**config.mk**
```make
export PLATFORM = sky130hd
export DESIGN_NAME = azb_zone_filter
export DESIGN_NICKNAME = d
export VERILOG_FILES = /design/src/azb_pkg.sv /design/src/azb_tick_if.sv /design/src/azb_period_gen.sv /design/src/azb_zone_filter.sv
export VERILOG_INCLUDE_DIRS = /design/src /design/src/src
export SDC_FILE = /design/constraint.sdc
export NUM_CORES = 1
export LEC_CHECK = 0
export ABC_AREA = 1
export ABC_CLOCK_PERIOD_IN_PS = 3710
export BUFFER_PORTS_ARGS = -buffer_cell sky130_fd_sc_hd__buf_4
export CAP_MARGIN = 20
export CORE_MARGIN = 1.5
export CORE_UTILIZATION = 50
export CTS_CLUSTER_SIZE = 30
export DETAILED_ROUTE_END_ITERATION = 7
export GPL_TIMING_DRIVEN = 0
export HOLD_SLACK_MARGIN = 0.03
export MAX_ROUTING_LAYER = met4
export PLACE_DENSITY = 0.67
export SLEW_MARGIN = 30
export SYNTH_ARGS = -nofsm -noshare
export SYNTH_HDL_FRONTEND = slang
export SYNTH_SLANG_ARGS = --single-unit
```
**constraint.sdc**
```tcl
create_clock -name mclk -period 3.71 [get_ports mclk]
set_clock_uncertainty 0.05 [all_clocks]
set_input_delay 0 -clock mclk [delete_from_list [all_inputs] [get_ports mclk]]
set_output_delay 0 -clock mclk [all_outputs]
set_load 0.03 [all_outputs]
```
**src/azb_cfg.svh**
```systemverilog
`ifndef AZB_CFG_SVH
`define AZB_CFG_SVH

// ----------------------------------------
// Clock and timing
// ----------------------------------------
`define AZB_CLK_NS 8
`define AZB_FAST_PERIOD_NS 1100000
`define AZB_NORM_PERIOD_CYC 1000000
`define AZB_FAST_PERIODS 2'h3

// ----------------------------------------
// Transition thresholds
// ----------------------------------------
`define AZB_BASE_PERIODS 6'h03
`define AZB_DELAY_BASE 6'h06
`define AZB_CNT_MAX 6'h3F

// ----------------------------------------
// Fall hold register
// ----------------------------------------
`define AZB_HOLD_RST 8'h00
`define AZB_HOLD_CODE_LSB 0
`define AZB_HOLD_CODE_MSB 4

// ----------------------------------------
// Zones
// ----------------------------------------
`define AZB_ZONE0 3'h0

`endif

```
**src/azb_pkg.sv**
```systemverilog
package azb_pkg;

  typedef enum logic [1:0]
  {
    AZB_DIRECT = 2'h0,
    AZB_UP_ONLY = 2'h1,
    AZB_DOWN_DELAY = 2'h2
  } azb_alg_t;

  typedef enum logic [2:0]
  {
    AZB_TR_IDLE = 3'b001,
    AZB_TR_UP = 3'b010,
    AZB_TR_DOWN = 3'b100
  } azb_trend_t;

  typedef logic [2:0] azb_zone_t;

endpackage

```
**src/azb_tick_if.sv**
```systemverilog
`timescale 1ns/1ps

interface azb_tick_if;
  logic tick;
  logic fast;

  modport gen
  (
    output tick,
    output fast
  );

  modport use_side
  (
    input tick,
    input fast
  );
endinterface

```
**src/azb_period_gen.sv**
```systemverilog
`timescale 1ns/1ps
`include "azb_cfg.svh"

module azb_period_gen
  import azb_pkg::*;
#(
  parameter int FAST_CYC = `AZB_FAST_PERIOD_NS / `AZB_CLK_NS,
  parameter int NORM_CYC = `AZB_NORM_PERIOD_CYC
)
(
  // Clock and reset
  input wire logic mclk,
  input wire logic sys_rst,
  // Control
  input wire logic als_en,
  // Period ticks
  azb_tick_if.gen tk
);

  localparam int CW = $clog2(((FAST_CYC > NORM_CYC) ? FAST_CYC : NORM_CYC) + 1);

  generate
    if (FAST_CYC < 2 || NORM_CYC < 2)
    begin : g_chk
      $error("azb_period_gen: period counts must be at least 2");
    end
  endgenerate

  // ----------------------------------------
  // Period divider
  // ----------------------------------------
  logic [CW-1:0] cnt_r;
  logic [1:0] fast_left_r;
  logic en_d_r;
  logic tick_r;
  logic fast_r;
  wire start = als_en & ~en_d_r;
  wire [CW-1:0] limit = (fast_left_r != 2'h0) ? CW'(FAST_CYC - 1) : CW'(NORM_CYC - 1);
  wire wrap = (cnt_r == limit);

  always_ff @(posedge mclk)
  begin
    if (sys_rst || !als_en)
    begin
      cnt_r <= '0;
      fast_left_r <= 2'h0;
      en_d_r <= 1'b0;
      tick_r <= 1'b0;
      fast_r <= 1'b0;
    end
    else
    begin
      en_d_r <= 1'b1;
      tick_r <= wrap & ~start;
      if (start)
      begin
        cnt_r <= '0;
        fast_left_r <= `AZB_FAST_PERIODS;
        fast_r <= 1'b1;
      end
      else if (wrap)
      begin
        cnt_r <= '0;
        if (fast_left_r != 2'h0)
        begin
          fast_left_r <= fast_left_r - 2'h1;
        end
        fast_r <= (fast_left_r > 2'h1);
      end
      else
      begin
        cnt_r <= cnt_r + CW'(1);
      end
    end
  end

  assign tk.tick = tick_r;
  assign tk.fast = fast_r;

endmodule

```
**src/azb_zone_filter.sv**
```systemverilog
`timescale 1ns/1ps
`include "azb_cfg.svh"

module azb_zone_filter
  import azb_pkg::*;
#(
  parameter int FAST_CYC = `AZB_FAST_PERIOD_NS / `AZB_CLK_NS,
  parameter int NORM_CYC = `AZB_NORM_PERIOD_CYC
)
(
  // Clock and reset
  input wire logic mclk,
  input wire logic sys_rst,
  // Control
  input wire logic als_en,
  input wire logic [1:0] light_mapper_one_alg,
  input wire logic [1:0] light_mapper_two_alg,
  input wire logic [1:0] light_mapper_three_alg,
  // Fall hold register
  input wire logic hold_wr,
  input wire logic [7:0] hold_wdata,
  output logic [7:0] light_fall_hold_count,
  // Averager side
  input wire logic [2:0] period_zone,
  output logic period_tick,
  output logic fast_avg,
  output logic [2:0] avg_zone,
  // Current sink side
  output logic [2:0] light_mapper_one_zone,
  output logic [2:0] light_mapper_two_zone,
  output logic [2:0] light_mapper_three_zone,
  output logic [2:0] target_upd
);

  // ----------------------------------------
  // Helpers
  // ----------------------------------------
  function automatic logic [5:0] fall_need(input logic [1:0] alg, input logic [4:0] code);
    begin
      if (alg == AZB_DOWN_DELAY)
      begin
        fall_need = `AZB_DELAY_BASE + {1'b0, code};
      end
      else
      begin
        fall_need = `AZB_BASE_PERIODS;
      end
    end
  endfunction

  function automatic logic [5:0] cnt_inc(input logic [5:0] c);
    begin
      cnt_inc = (c == `AZB_CNT_MAX) ? c : c + 6'h01;
    end
  endfunction

  // ----------------------------------------
  // Period generator
  // ----------------------------------------
  azb_tick_if tk ();

  azb_period_gen #(
    .FAST_CYC(FAST_CYC),
    .NORM_CYC(NORM_CYC)
  ) u_gen (
    .mclk(mclk),
    .sys_rst(sys_rst),
    .als_en(als_en),
    .tk(tk)
  );

  // ----------------------------------------
  // Fall hold register
  // ----------------------------------------
  logic [7:0] hold_r;

  always_ff @(posedge mclk)
  begin
    if (sys_rst)
    begin
      hold_r <= `AZB_HOLD_RST;
    end
    else if (hold_wr)
    begin
      hold_r <= hold_wdata;
    end
  end

  wire [4:0] hold_code = hold_r[`AZB_HOLD_CODE_MSB:`AZB_HOLD_CODE_LSB];

  // ----------------------------------------
  // Averager output zone
  // ----------------------------------------
  logic [2:0] zone_r;
  logic tick_d_r;
  logic fast_d_r;

  always_ff @(posedge mclk)
  begin
    if (sys_rst || !als_en)
    begin
      zone_r <= `AZB_ZONE0;
    end
    else if (tk.tick)
    begin
      zone_r <= period_zone;
    end
  end

  always_ff @(posedge mclk)
  begin
    if (sys_rst)
    begin
      tick_d_r <= 1'b0;
      fast_d_r <= 1'b0;
    end
    else
    begin
      tick_d_r <= tk.tick;
      fast_d_r <= tk.fast;
    end
  end

  // ----------------------------------------
  // Mapper decision logic
  // ----------------------------------------
  wire [1:0] alg_in [3];
  logic [2:0] tgt_r [3];
  logic upd_r [3];

  assign alg_in[0] = light_mapper_one_alg;
  assign alg_in[1] = light_mapper_two_alg;
  assign alg_in[2] = light_mapper_three_alg;

  for (genvar m = 0; m < 3; m++)
  begin : g_map
    azb_trend_t trend_r;
    azb_trend_t trend_nxt;
    logic [5:0] cnt_r;
    logic [5:0] cnt_nxt;
    logic armed_r;
    logic armed_nxt;
    logic [2:0] tgt_nxt;
    logic [1:0] alg_r;
    wire [2:0] zn = period_zone;
    wire up_step = zn > zone_r;
    wire dn_step = zn < zone_r;
    wire up_only = (alg_in[m] == AZB_UP_ONLY);
    wire [5:0] need_dn = fall_need(alg_in[m], hold_code);
    wire alg_chg = (alg_r != alg_in[m]);

    always_comb
    begin
      trend_nxt = trend_r;
      cnt_nxt = cnt_r;
      armed_nxt = 1'b0;
      tgt_nxt = tgt_r[m];
      if (armed_r && trend_r == AZB_TR_UP && up_step)
      begin
        tgt_nxt = zn;
        armed_nxt = 1'b1;
      end
      else if (armed_r && trend_r == AZB_TR_DOWN && dn_step && !up_only)
      begin
        tgt_nxt = zn;
        armed_nxt = 1'b1;
      end
      else if (zn > tgt_r[m])
      begin
        // Counting upward; a rise also drops any pending fall
        if (trend_r == AZB_TR_UP && !dn_step)
        begin
          cnt_nxt = cnt_inc(cnt_r);
        end
        else
        begin
          cnt_nxt = 6'h01;
        end
        trend_nxt = AZB_TR_UP;
        if (cnt_nxt >= `AZB_BASE_PERIODS)
        begin
          tgt_nxt = zn;
          armed_nxt = 1'b1;
          cnt_nxt = 6'h00;
        end
      end
      else if (zn < tgt_r[m])
      begin
        if (trend_r == AZB_TR_DOWN && !up_step)
        begin
          cnt_nxt = cnt_inc(cnt_r);
        end
        else
        begin
          cnt_nxt = 6'h01;
        end
        trend_nxt = AZB_TR_DOWN;
        if (!up_only && cnt_nxt >= need_dn)
        begin
          tgt_nxt = zn;
          armed_nxt = 1'b1;
          cnt_nxt = 6'h00;
        end
      end
      else
      begin
        trend_nxt = AZB_TR_IDLE;
        cnt_nxt = 6'h00;
      end
    end

    always_ff @(posedge mclk)
    begin
      if (sys_rst || !als_en || alg_chg)
      begin
        trend_r <= AZB_TR_IDLE;
        cnt_r <= 6'h00;
        armed_r <= 1'b0;
        alg_r <= alg_in[m];
      end
      else if (tk.tick)
      begin
        trend_r <= trend_nxt;
        cnt_r <= cnt_nxt;
        armed_r <= armed_nxt;
      end
    end

    always_ff @(posedge mclk)
    begin
      if (sys_rst || !als_en)
      begin
        tgt_r[m] <= `AZB_ZONE0;
        upd_r[m] <= 1'b0;
      end
      else
      begin
        upd_r[m] <= tk.tick && !alg_chg && (tgt_nxt != tgt_r[m]);
        if (tk.tick && !alg_chg)
        begin
          tgt_r[m] <= tgt_nxt;
        end
      end
    end
  end

  // ----------------------------------------
  // Outputs
  // ----------------------------------------
  assign light_fall_hold_count = hold_r;
  assign period_tick = tick_d_r;
  assign fast_avg = fast_d_r;
  assign avg_zone = zone_r;
  assign light_mapper_one_zone = tgt_r[0];
  assign light_mapper_two_zone = tgt_r[1];
  assign light_mapper_three_zone = tgt_r[2];
  assign target_upd = {upd_r[2], upd_r[1], upd_r[0]};

endmodule

```
# ---- After elaboration in Yosys (flattened, before gate mapping)
# Memories as Yosys holds them, arrays and structs flattened.
# Index checks and enable logic that the tools add are counted.
dict set report totals {
  ramBits 12
  n_memories 2
  out_inout_bits 25
  wordCells 244
  inputBits 21
  register_bits 74
}
dict set report op_classes {
  n_lt_le_gt_ge 15
  bitwise_logic 16
  n_eq_ne 22
  add_sub_neg 6
  muxes 111
  n_reduce_logical 51
}
# memory depth width read_ports rd_ports_with_merged_regs write_ports line
set mem_list {}
lappend mem_list {tgt_r 3 3 3 0 3 azb_zone_filter.sv:128} ;# logic [2:0] tgt_r [3];
lappend mem_list {upd_r 3 1 3 0 3 azb_zone_filter.sv:129} ;# logic upd_r [3];
# op n
set op_table {}
lappend op_table {{2-to-1 mux 6 bit} 45}
lappend op_table {{2-to-1 mux 3 bit} 27}
lappend op_table {{2-to-1 mux 1 bit} 35}
lappend op_table {{logical AND 1 bit} 30}
lappend op_table {{adder 20 x 1 -> 20 bit, second input constant} 1}
lappend op_table {{equality test 20 bit} 1}
lappend op_table {{2-to-1 mux 20 bit} 1}
lappend op_table {{adder 6 x 1 -> 6 bit, second input constant} 3}
lappend op_table {{equality test 6 bit, second input constant} 3}
lappend op_table {{>= comparator 6 x 2 -> 1 bit, second input constant} 3}
lappend op_table {{>= comparator 6 bit} 3}
lappend op_table {{greater-than comparator 3 bit} 4}
lappend op_table {{less-than comparator 3 bit} 4}
lappend op_table {{equality test 3 x 2 -> 1 bit, second input constant} 3}
lappend op_table {{equality test 3 bit, second input constant} 3}
lappend op_table {{logical NOT 1 bit} 9}
lappend op_table {{!= test 3 bit} 3}
lappend op_table {{AND reduction 3 bit} 3}
lappend op_table {{NOT 1 bit} 8}
lappend op_table {{adder 3 x 5 -> 6 bit, first input constant} 1}
lappend op_table {{equality test 2 x 1 -> 1 bit, second input constant} 3}
lappend op_table {{equality test 2 bit, second input constant} 3}
lappend op_table {{2-to-1 mux 2 bit} 3}
lappend op_table {{!= test 2 bit} 3}
lappend op_table {{other kinds (8)} 19}

# ---- Logic depth before layout (Yosys ltp)
dict set report logic_depth {
  ltp_word 18
  mapped_depth 22
  ltp_nobuf 21
}

# ---- Modules after synthesis
# A second synthesis with hierarchy kept.
dict set report unflattened {
  cells_unflattened 812
  hier_area_um2 5700.5
}
# mod cells_each area_per_inst_um2 n_inst seq_area_each_um2
set modules_own_cells {}
lappend modules_own_cells {azb_zone_filter 616 4332.9 1 1371.3}
lappend modules_own_cells {azb_period_gen 196 1367.6 1 500.5}

# ---- Worst setup path before layout
# OpenSTA, ideal clock, no wires.
dict set report synth_timing {
  kind {reg-to-reg}
  from {reg zone_r[2], in the netlist avg_zone[2]}
  to {mem tgt_r[1][0] (data pin)}
  setup_time_ns 0.268
  n_path_buf 1
  arrival_ns 2.727
  path_slack_ns 0.664
  t_required_ns 3.392
  path_stages_with_launch 19
  synth_period_minus_slack_ns 3.046
  cell_sequence {dfxtp_1 -> inv_1 -> ha_1 -> nand3_1 -> nand3_2 -> nand2_1 -> nand2_1 -> a21oi_1 -> ha_1 -> a21oi_1 -> o21a_1 -> nand3_1 -> nand2_1 -> inv_1 -> nand2_1 -> nand3_2 -> buf_6 -> nor2_1 -> a211oi_1}
}
# item line
set synth_lines {}
lappend synth_lines {{from (decl)} azb_zone_filter.sv:94} ;# logic [2:0] zone_r;
lappend synth_lines {{from (signal assigned)} azb_zone_filter.sv:102} ;# zone_r <= `AZB_ZONE0;
lappend synth_lines {{from (signal assigned)} azb_zone_filter.sv:106} ;# zone_r <= period_zone;
lappend synth_lines {{to (decl)} azb_zone_filter.sv:128}

==> results.py <==
metrics = {
    "clock_network": {
        "cts_setup_buffers": 0,
        "cts_tree": "yes",
        "clkTransAtPathRegs_ns": 0.09,
        "cts_max_level": 3,
        "clock_latency_ns": 0.37,
        "cts_max_path_buffers": 2,
        "clock_sinks": 86,
        "numCtsBuffers": 9,
        "cts-root-buf": "clkbuf_8",
    },
    "sta": {
        "setup_violations": 0,
        "fin_ws_ns": 0.283,
        "fin_setup_tns_ns": 0,
        "rsz0062_at_grt": "false",
        "slew_violations": 0,
        "period_needed_ns": 3.43,
        "worst_slew_margin_rel_pct": 60.9,
        "worst_slew_pin_slew_ns": 0.585,
        "fin_crit_sh_pct": 92.4,
        "fmax_ghz": 0.292,
        "finalHoldViolCount": 0,
    },
    "global_routing": {
        "antenna_found_initial": 0,
        "grt_max_degree": 15,
        "grt_pass1_wl_um": 22500,
        "grtUsageTotal_pct": 25.0,
        "grt_remaining_overflow": 0,
        "grt_pass1_vias": 4876,
    },
    "route": {
        "drt_iter0_drc": 355,
        "wl_per_cell_um": 13.7,
        "firstDrtPassIters": 5,
        "num_vias": 5427,
        "drc": 0,
        "drt_wl_total_um": 13700,
        "viasPerCell": 5.41,
        "ant_nets": 0,
    },
    "power": {
        "ir_drop_mv": 0.226,
        "power_density_nw_per_um2": 284,
        "p_leak_uw": 0.00271,
        "total_power_uw": 1850,
    },
    "critical_path": {
        "crit_fanout": 10,
        "cp_cell_sequence": "inv_1, ha_1, nand3_1, nand3_2, nand2_2, nand2_1, nor2_1, ha_1, a21oi_1, o21a_1, nand3_1, nand2_1, inv_1, nand2_1, nand3_2, buf_6, nor2_1, a211oi_1",
        "worstPathRequired_ns": 3.78,
        "worstPathArrival_ns": 3.49,
        "worstSetupEndpointType": "flop",
        "crit_path_start_kind": "flop",
        "critPathMaxStageDelay_ns": 0.40,
        "crit_top_cell": "nand2_1",
        "path_class": "reg -> reg",
        "crit_buf_inv": 3,
        "cp_top_family": "simple AND/OR/NAND/NOR gates",
        "worst_path_max_delay_cell": "dfxtp_1",
    },
    "final_layout": {
        "num_antenna_cells": 0,
        "area_growth_pct": 17.1,
        "final_common_cell": "nand2_1",
        "stdcell_area_um2": 6510,
        "final_cells": 1003,
        "nets": 916,
        "final_cell_mix": "nand2_1, inv_1, nor2_1, dfxtp_1, nand3_1",
        "drive_gt1_share_pct": 14.1,
    },
    "synth": {
        "ys.flop_type": "dfxtp_1",
        "ys_types": 51,
        "async_flop_share_pct": 0,
        "yosysWarnings": 0,
        "ys_seq_elements": 86,
        "synth_edf_count": 15,
        "synthesis.instances": 777,
        "synth_nets": 835,
        "syn_area_per_cell_um2": 7.16,
        "mappedNetlistArea_um2": 5560,
        "seq_area_frac_synth_pct": 33.6,
    },
    "place": {
        "place_ws_ns": 0.221,
        "hpwl_um": 10200,
        "place_congestion": 0.915,
        "portBuffers": 45,
        "placed_cells": 962,
        "place_area_um2": 6080,
    },
    "floorplanning": {
        "io_pins": 46,
        "dieArea_um2": 11800,
        "fp.coreArea_um2": 10800,
        "placementRows": 38,
        "die-height_um": 108,
        "start_util_pct": 51.3,
        "die_w_um": 108,
    },
    "outcome": {
        "status": "completed",
    },
    "flow_run": {
        "cap_violations": 0,
    },
    "worst_hold_path": {
        "hold_class": "in -> reg",
    },
}
==> layer usage <==
| metal | GRT usage (%) | wire (um) | part of all wire [%] | up-vias |
|---|---|---|---|---|
| li1 | - | - | - | 2744 |
| met1 | 33.0 | 6370 | 46 | 2526 |
| met2 | 39.5 | 6400 | 47 | 133 |
| met3 | 3.19 | 677 | 4.9 | 24 |
| met4 | 8.65 | 295 | 2.1 | 0 |
| met5 | - | 0 | 0 | - |
==> metrics by stage <==
stage	hold slack (ns)	util [%]
floorplan	0.0489	-
global placement	0.158	56.0
detailed placement	0.161	56.0
CTS	0.0426	59.9
global route	0.0938	60.1
finish	0.0702	60.1
==> kinds of logic after synthesis <==
group | Yosys count | share of synthesized area [%]
XOR/XNOR | 15 | 2.36
AO/OA/AOI/OAI | 127 | 13.8
buffers and inverters | 129 | 9.31
flip-flops | 86 | 33.6
AND/OR/NAND/NOR | 383 | 32.6
adder cells (fa/ha/maj) | 37 | 8.32
==> synth_stat cells, types with 6 or more instances <==
| cell type | count | share of area, % |
|---|---|---|
| o31ai_1 | 6 | 0.81 |
| nand3_1 | 57 | 5.1 |
| nor3_1 | 18 | 1.6 |
| o211ai_1 | 9 | 1.2 |
| nand2_1 | 166 | 11 |
| o21ai_0 | 18 | 1.6 |
| nor2_2 | 7 | 0.79 |
| a21oi_1 | 55 | 4.9 |
| xnor2_1 | 8 | 1.3 |
| inv_2 | 13 | 0.88 |
| inv_1 | 100 | 6.7 |
| clkbuf_1 | 6 | 0.40 |
| nor2_1 | 86 | 5.8 |
| ha_1 | 37 | 8.3 |
| o21ai_1 | 6 | 0.54 |
| a211oi_1 | 10 | 1.3 |
| xor2_1 | 7 | 1.1 |
| nand4_1 | 15 | 1.7 |
| dfxtp_1 | 71 | 26 |
| edfxtp_1 | 15 | 8.1 |
| nand3_2 | 8 | 1.4 |
==> power breakdown <==
part	internal, uW	switching, uW	leakage (uW)
Clock	263	357	0.0000944
Combinational	94.7	157	0.00188
Sequential	966	13.4	0.000738
Total	1320	527	0.00271
==> sequential cells by signal (all words and copies together) (netlist names) <==
signal and cells:
u_gen.en_d_r 1, g_map.armed_r 3, avg_zone 3, u_gen.fast_left_r 2
g_map.cnt_r 18, u_gen.tk.tick 1, fast_avg 1, g_map.alg_r 6
upd_r 3, period_tick 1, light_fall_hold_count 8, u_gen.cnt_r 20
g_map.trend_r 9, tgt_r 9, u_gen.tk.fast 1
==> worst paths after layout <==
| check | slack, ns | startpoint | cells after the start | endpoint |
|---|---|---|---|---|
| worst max-delay path | 0.28 | avg_zone[2] | 18 | tgt_r[1][0] |
| worst min-delay path | 0.07 | als_en | 4 | u_gen.tk.tick |
| worst min register to register | 0.40 | u_gen.tk.fast | 2 | fast_avg |
| worst max register to register | 0.28 | avg_zone[2] | 18 | tgt_r[1][0] |
==> cell type report <==
type | instances | area [um^2]
clock buffers | 11 | 141
repair buffers | 70 | 588
multi-input cells | 562 | 3180
plain buffers | 14 | 86.3
flip-flops and latches | 86 | 1870
clock inverters | 5 | 31.3
well taps | 140 | 175
inverters | 115 | 435
fillers | 984 | 4330
==> repair_timing <==
item                                   CTS  global route
endpoints found under the hold margin   23             0
setup endpoints to repair                0            12
resized for setup                        0             4
hold buffers                            25             0
==> worst reg2reg max path, stage by stage, from the launching register on <==
cell,delay [ns]
dfxtp_1,0.40
inv_1,0.06
ha_1,0.30
nand3_1,0.10
nand3_2,0.17
nand2_2,0.22
nand2_1,0.20
nor2_1,0.24
ha_1,0.29
a21oi_1,0.14
o21a_1,0.14
nand3_1,0.07
nand2_1,0.19
inv_1,0.09
nand2_1,0.10
nand3_2,0.11
buf_6,0.15
nor2_1,0.10
a211oi_1,0.05
No activity file was read; power rests on OpenSTA's default activity.
